===== src/shared/sram_host_consts.vh =====
// Timing and geometry constants of the battery-backed memory host port
`ifndef SRAM_HOST_CONSTS_VH
`define SRAM_HOST_CONSTS_VH
`define CLK_PERIOD_NS        10
`define ADDR_WIDTH           11
`define DATA_WIDTH           8
`define ADDR_ACCESS_NS       70
`define SELECT_ACCESS_NS     70
`define GATE_ACCESS_NS       35
`define FLOAT_TIME_NS        25
`define OUTPUT_HOLD_NS       10
`define WRITE_FLOAT_NS       25
`define RECOVERY_NS          10
`define DATA_SETUP_NS        30
`define DATA_HOLD_NS         5
`define WRITE_PULSE_NS       50
`define ADDR_TO_WEND_NS      60
`define ROUND_UP(t)          (((t) + `CLK_PERIOD_NS - 1) / `CLK_PERIOD_NS)
`define READ_WAIT_CYC        `ROUND_UP(`ADDR_ACCESS_NS)
`define FLOAT_WAIT_CYC       `ROUND_UP(`FLOAT_TIME_NS)
`define RECOVERY_CYC         `ROUND_UP(`RECOVERY_NS)
`define WRITE_LOW_CYC        `ROUND_UP(`ADDR_TO_WEND_NS)
`define DATA_HOLD_CYC        `ROUND_UP(`DATA_HOLD_NS)
`define SYNC_WAIT_CYC        2
`define CNT_WIDTH            4
`endif


===== src/rtl/cycle_timer.v =====
// Down-counter that paces each phase of a memory cycle
`timescale 1ns/100ps
`default_nettype none
module cycle_timer #(
	parameter WIDTH = 4
) (
	input  wire             sysClk,
	input  wire             rstN,
	input  wire             clkEn,
	input  wire             load,
	input  wire [WIDTH-1:0] loadVal,
	output wire             done
);
	reg [WIDTH-1:0] count_r;

	// Load a phase length, then count down to zero
	always @(posedge sysClk) begin
		if (!rstN) begin
			count_r <= {WIDTH{1'b0}};
		end else if (clkEn) begin
			if (load) begin
				count_r <= loadVal;
			end else if (count_r != {WIDTH{1'b0}}) begin
				count_r <= count_r - {{(WIDTH-1){1'b0}}, 1'b1};
			end
		end
	end

	// Zero count ends the phase; load stays out of it so no loop forms with the caller
	assign done = (count_r == {WIDTH{1'b0}});
endmodule // cycle_timer
`default_nettype wire


===== src/rtl/sram_host_port.v =====
// Host controller that drives the battery-backed byte memory through its pins
//
// Behaviour
// - Host keeps address stable through write.
// - Host returns controls high for recovery time.
// - Host meets data setup and hold.
// - Host holds gate high during writes.
// - Host holds strobe low for pulse width.
// - Host gives address early before strobe rises.
`timescale 1ns/100ps
`default_nettype none
`include "sram_host_consts.vh"
module sram_host_port #(
	parameter AW = `ADDR_WIDTH,
	parameter DW = `DATA_WIDTH
) (
	input  wire          sys_clk,
	input  wire          rst_n,
	input  wire          clkEn,
	input  wire          reqValid,
	input  wire          reqWrite,
	input  wire [AW-1:0] reqAddr,
	input  wire [DW-1:0] reqWdata,
	output wire          reqReady,
	output reg           rspValid,
	output reg  [DW-1:0] rspRdata,
	output reg  [AW-1:0] byteAddress,
	output reg           selectN,
	output reg           gateN,
	output reg           strobeN,
	input  wire [DW-1:0] dataPinsIn,
	output reg  [DW-1:0] dataPinsOut,
	output reg           dataPinsOeN
);
	////////////////////////////////////////////////////////////////////////
	localparam [6:0] IDLE  = 7'h01;
	localparam [6:0] RWAIT = 7'h02;
	localparam [6:0] RFLT  = 7'h04;
	localparam [6:0] WLOW  = 7'h08;
	localparam [6:0] WHOLD = 7'h10;
	localparam [6:0] RECOV = 7'h20;
	localparam [6:0] RSTAT = 7'h40;

	// Phase lengths as integers, then cut to the timer width on purpose
	localparam integer READ_INT  = `READ_WAIT_CYC;
	localparam integer FLT_INT   = `FLOAT_WAIT_CYC;
	localparam integer WLOW_INT  = `WRITE_LOW_CYC;
	localparam integer HOLD_INT  = `DATA_HOLD_CYC;
	localparam integer RECOV_INT = `RECOVERY_CYC;
	localparam integer SYNC_INT  = `SYNC_WAIT_CYC;

	localparam [`CNT_WIDTH-1:0] READ_CYC  = READ_INT[`CNT_WIDTH-1:0];
	localparam [`CNT_WIDTH-1:0] FLT_CYC   = FLT_INT[`CNT_WIDTH-1:0];
	localparam [`CNT_WIDTH-1:0] WLOW_CYC  = WLOW_INT[`CNT_WIDTH-1:0];
	localparam [`CNT_WIDTH-1:0] HOLD_CYC  = HOLD_INT[`CNT_WIDTH-1:0];
	localparam [`CNT_WIDTH-1:0] RECOV_CYC = RECOV_INT[`CNT_WIDTH-1:0];
	localparam [`CNT_WIDTH-1:0] SYNC_CYC  = SYNC_INT[`CNT_WIDTH-1:0];

	reg  [6:0]            state_r;
	reg  [6:0]            state_nxt;
	reg                   load;
	reg  [`CNT_WIDTH-1:0] loadVal;
	wire                  done;
	reg  [DW-1:0]         syncA_r;
	reg  [DW-1:0]         syncB_r;
	reg  [DW-1:0]         syncC_r;

	////////////////////////////////////////////////////////////////////////
	// Phase timer
	cycle_timer #(.WIDTH(`CNT_WIDTH)) uTimer (
		.sysClk  (sys_clk),
		.rstN    (rst_n),
		.clkEn   (clkEn),
		.load    (load),
		.loadVal (loadVal),
		.done    (done)
	);

	// Three-stage capture of the asynchronous data pins
	always @(posedge sys_clk) begin
		if (!rst_n) begin
			syncA_r <= {DW{1'b0}};
			syncB_r <= {DW{1'b0}};
			syncC_r <= {DW{1'b0}};
		end else if (clkEn) begin
			syncA_r <= dataPinsIn;
			syncB_r <= syncA_r;
			syncC_r <= syncB_r;
		end
	end

	assign reqReady = (state_r == IDLE);

	////////////////////////////////////////////////////////////////////////
	// Next state and timer loads
	always @* begin
		state_nxt = state_r;
		load      = 1'b0;
		loadVal   = {`CNT_WIDTH{1'b0}};
		case (state_r)
			IDLE: begin
				if (reqValid) begin
					load = 1'b1;
					if (reqWrite) begin
						state_nxt = WLOW;
						loadVal   = WLOW_CYC;
					end else begin
						state_nxt = RWAIT;
						loadVal   = READ_CYC;
					end
				end
			end
			RWAIT: begin
				// Wait two more cycles so the last two sync stages see settled data
				if (done) begin
					state_nxt = RSTAT;
					load      = 1'b1;
					loadVal   = SYNC_CYC;
				end
			end
			RSTAT: begin
				if (done && syncB_r == syncC_r) begin
					state_nxt = RFLT;
					load      = 1'b1;
					loadVal   = FLT_CYC;
				end
			end
			RFLT: begin
				if (done) begin
					state_nxt = RECOV;
					load      = 1'b1;
					loadVal   = RECOV_CYC;
				end
			end
			WLOW: begin
				if (done) begin
					state_nxt = WHOLD;
					load      = 1'b1;
					loadVal   = HOLD_CYC;
				end
			end
			WHOLD: begin
				if (done) begin
					state_nxt = RECOV;
					load      = 1'b1;
					loadVal   = RECOV_CYC;
				end
			end
			RECOV: begin
				if (done) begin
					state_nxt = IDLE;
				end
			end
			default: begin
				state_nxt = IDLE;
			end
		endcase
	end

	////////////////////////////////////////////////////////////////////////
	// Pin drive and answer registers
	always @(posedge sys_clk) begin
		if (!rst_n) begin
			state_r     <= IDLE;
			byteAddress <= {AW{1'b0}};
			selectN     <= 1'b1;
			gateN       <= 1'b1;
			strobeN     <= 1'b1;
			dataPinsOut <= {DW{1'b0}};
			dataPinsOeN <= 1'b1;
			rspValid    <= 1'b0;
			rspRdata    <= {DW{1'b0}};
		end else if (clkEn) begin
			state_r  <= state_nxt;
			rspValid <= 1'b0;
			case (state_nxt)
				RWAIT: begin
					if (state_r == IDLE) begin
						byteAddress <= reqAddr;
					end
					selectN <= 1'b0;
					gateN   <= 1'b0;
					strobeN <= 1'b1;
				end
				WLOW: begin
					if (state_r == IDLE) begin
						byteAddress <= reqAddr;
						dataPinsOut <= reqWdata;
					end
					// Select and strobe fall together, gate stays high
					selectN     <= 1'b0;
					strobeN     <= 1'b0;
					gateN       <= 1'b1;
					dataPinsOeN <= 1'b0;
				end
				WHOLD: begin
					// Both rise together; data and address stay put
					selectN <= 1'b1;
					strobeN <= 1'b1;
				end
				RFLT: begin
					if (state_r == RSTAT) begin
						rspRdata <= syncC_r;
						rspValid <= 1'b1;
					end
					selectN <= 1'b1;
					gateN   <= 1'b1;
				end
				RECOV: begin
					selectN     <= 1'b1;
					strobeN     <= 1'b1;
					gateN       <= 1'b1;
					dataPinsOeN <= 1'b1;
				end
				default: begin
				end
			endcase
		end
	end
endmodule // sram_host_port
`default_nettype wire


===== config.mk =====
export PLATFORM = sky130hd
export DESIGN_NAME = sram_host_port
export DESIGN_NICKNAME = d
export VERILOG_FILES = /design/src/rtl/cycle_timer.v /design/src/rtl/sram_host_port.v
export VERILOG_INCLUDE_DIRS = /design/src /design/src/shared
export SDC_FILE = /design/constraint.sdc
export NUM_CORES = 1
export LEC_CHECK = 0
export ABC_AREA = 1
export BUFFER_PORTS_ARGS = -buffer_cell sky130_fd_sc_hd__buf_2
export CAP_MARGIN = 30
export CORE_MARGIN = 8
export CORE_UTILIZATION = 49
export DETAILED_ROUTE_END_ITERATION = 12
export PLACE_DENSITY_LB_ADDON = 0.05
export SLEW_MARGIN = 40
export SYNTH_ARGS = -nofsm -noshare
export SYNTH_HDL_FRONTEND = slang
export SYNTH_SLANG_ARGS = --single-unit
export TNS_END_PERCENT = 20

===== constraint.sdc =====
create_clock -name sys_clk -period 2.69 [get_ports sys_clk]
set_clock_uncertainty 0.2 [all_clocks]
set_input_delay 0.269 -clock sys_clk [delete_from_list [all_inputs] [get_ports sys_clk]]
set_output_delay 0.269 -clock sys_clk [all_outputs]
set_load 0.01 [all_outputs]

==> out/metrics.yaml <==
synthCells: 420
grt_pass1_vias: 2564
wirelength_mm: 7.036
clk_pin_slew_ns: 0.07
ir_worst_vdd_v: 0.0003871
p_leak_nw: 1.783
final.min_clock_period_ns: 2.228
syn_to_final_growth_pct: 21.81
dp.final_hpwl_mm: 5.010
synth_top_area_cell: "dfxtp_1"
period_share: 0.8284
dr.pass1.iters: 4
critical_path.max_fanout: 16
yosysUniqueCellTypes: 33
clk_path_buf_depth: 2
ys_ff_latch: 67
reg2reg_depth: 8
worst_slew_pin_slew_ns: 0.5158
grt_antenna_before_repair: 0
finalSetupTns_ns: 0
via_per_inst: 5.002
drc: 0
critPathTopFamily: "simple AND/OR/NAND/NOR gates"
cp.arrival_ns: 2.24
worstReg2RegEnd: "dataPinsOut[5]"
path_buf_inv: 1
worstHoldEndpoint: "dataPinsOut[2]"
nNetsFinal: 524
layout-drive-gt1-share: 0.2242
io_pins: 65
r2r_slack_ns: 0.46
drv_slew: 0
synth_area_leaders: "dfxtp_1 (45%), nor2_1 (11%), nand2_1 (8.4%)"
cp.depth: 8
hp-class: "input pin to register"
die_h_um: 94.17
syn_nets: 453
detailroute.via_count: 2851
start_kind: "register"
crit_path_end_kind: "register"
max_slew_margin: 0.6551
clk_latency_ns: 0.34
powerDensity_nw_per_um2: 620.6
coreArea_um2: 5921
slowest_delay_ns: 0.42
max_freq_mhz: 448.7
numPortBuffers: 64
critPathRequiredTime_ns: 2.71
cts_sinks: 67
status: "finished clean"
min_delay_path_depth: 3
total_power_mw: 2.263
initial_core_util: 0.5057
grt_pass1_wl_mm: 11.41
root_buffer: "clkbuf_8"
drv_cap: 0
setup_violations: 0
syn_area_um2: 2994
netlist.area_leader.share: 0.4480
overflow: 0
grt_use_total: 0.1595
postRouteAntennaNets: 0
avgSynthCellArea_um2: 7.129
diodes: 0
cts_tree: "done"
die_x_um: 94.17
ctsResizeCount: 0
cp_slowest_cell: "nand3_1"
cts_buffers: 9
r2r-start: "state_r[2]"
drt_iter0_markers: 169
yosys_warnings: 0
grt_max_degree: 35
cts.htree.levels: 3
wl_per_cell_um: 12.34
rows: 28
rsz0062_at_grt: "no"
dieArea_um2: 8868
final_cell_mix: "nor2_1 (84), nand2_1 (67), dfxtp_1 (67)"
layout_commonest_cell: "nor2_1"
final-hold-violation-count: 0
min_from: "reqWdata[2]"
gp_congestion: 0.8632
crit_chain: "nor2_2 > inv_1 > nor3_2 > nand2_2 > o22ai_2 > nand3_1 > o21ai_0 > a21oi_1"
crit_type: "register to register"
synth_seq_area_share: 0.4480
[tightest hold or removal path, delay by kind of cell]
kind	cells	cell delay, ns
buffers and inverters	1	0.07
AOI/OAI and AO/OA	2	0.18
[cell type report]
| class | count | area, um2 |
|---|---|---|
| Inverter | 47 | 181.4 |
| Timing Repair Buffer | 79 | 457.9 |
| Sequential cell | 67 | 1341 |
| Tap cell | 75 | 93.84 |
| Clock buffer | 12 | 155.1 |
| Clock inverter | 3 | 23.77 |
| Fill cell | 586 | 2273 |
| Multi-Input combinational cell | 287 | 1394 |
[metrics by stage]
step	instance area [um2]	utilization	hold WS, ns	instances	setup WS (ns)
6_report	3647	0.6160	0.01502	570	0.4615
5_1_grt	3647	0.6160	0.007580	570	0.2116
4_1_cts	3647	0.6160	0.01300	570	0.4323
3_5_place_dp	3368	0.5689	0.2358	545	0.4496
3_3_place_gp	3368	0.5689	0.2291	545	0.5134
2_1_floorplan	2994	-	0.2039	420	0.8132
[power by group]
group          total [mW]  internal, mW  switching, mW
Combinational       0.405         0.156          0.249
Clock               0.763         0.382          0.381
Sequential           1.09          1.05         0.0403
[timing repair]
action | 4_1_cts | 5_1_grt
endpoints found under the hold margin | 10 | 0
hold buffers | 10 | 0
endpoints found under the setup margin | 0 | 0
buffers inserted | 0 | 0
[sequential cells by signal (all words and copies together), names as in the netlist]
name,count
strobeN,1
dataPinsOut,8
state_r,7
dataPinsOeN,1
byteAddress,11
rspRdata,8
rspValid,1
syncB_r,8
uTimer.count_r,4
syncA_r,8
syncC_r,8
gateN,1
selectN,1
[Yosys cell counts, drive strengths merged]
library cell   n
nor2          89
nand2         72
dfxtp         67
o21ai         52
inv           46
a21oi         25
nand3         21
clkbuf        13
nand3b        11
buf            6
nand4          3
o211ai         3
xor2           3
nor3           2
nor4           2
a31oi          1
clkinv         1
ha             1
o22ai          1
xnor2          1
[how the worst max path moves through the flow]
stage | startpoint | endpoint | slack (ns)
final | state_r[2] | dataPinsOut[5] | 0.46
after global routing | state_r[2] | dataPinsOut[0] | 0.21
after CTS | state_r[2] | dataPinsOut[0] | 0.43
after detailed placement | state_r[2] | dataPinsOut[0] | 0.45
after global placement | state_r[2] | dataPinsOut[5] | 0.51
after floorplan | uTimer.count_r[0] | byteAddress[8] | 0.81
[cells by family after synthesis]
| family | count (synthesis) | share of synthesized area |
|---|---|---|
| simple gates | 200 | 0.3046 |
| flops | 67 | 0.4480 |
| buf+inv | 66 | 0.08651 |
| xor+xnor | 4 | 0.01170 |
| fa+ha+maj | 1 | 0.004178 |
| compound gates | 82 | 0.1450 |
[routing by layer]
metal / GRT usage / up-vias / routed length [um]
met5: 0 / - / 0
met4: 0.07001 / 0 / 96
met3: 0.04556 / 8 / 476
met2: 0.2486 / 60 / 3088
met1: 0.1991 / 1303 / 3374
li1: - / 1480 / -
(Power assumes the default switching activity.)
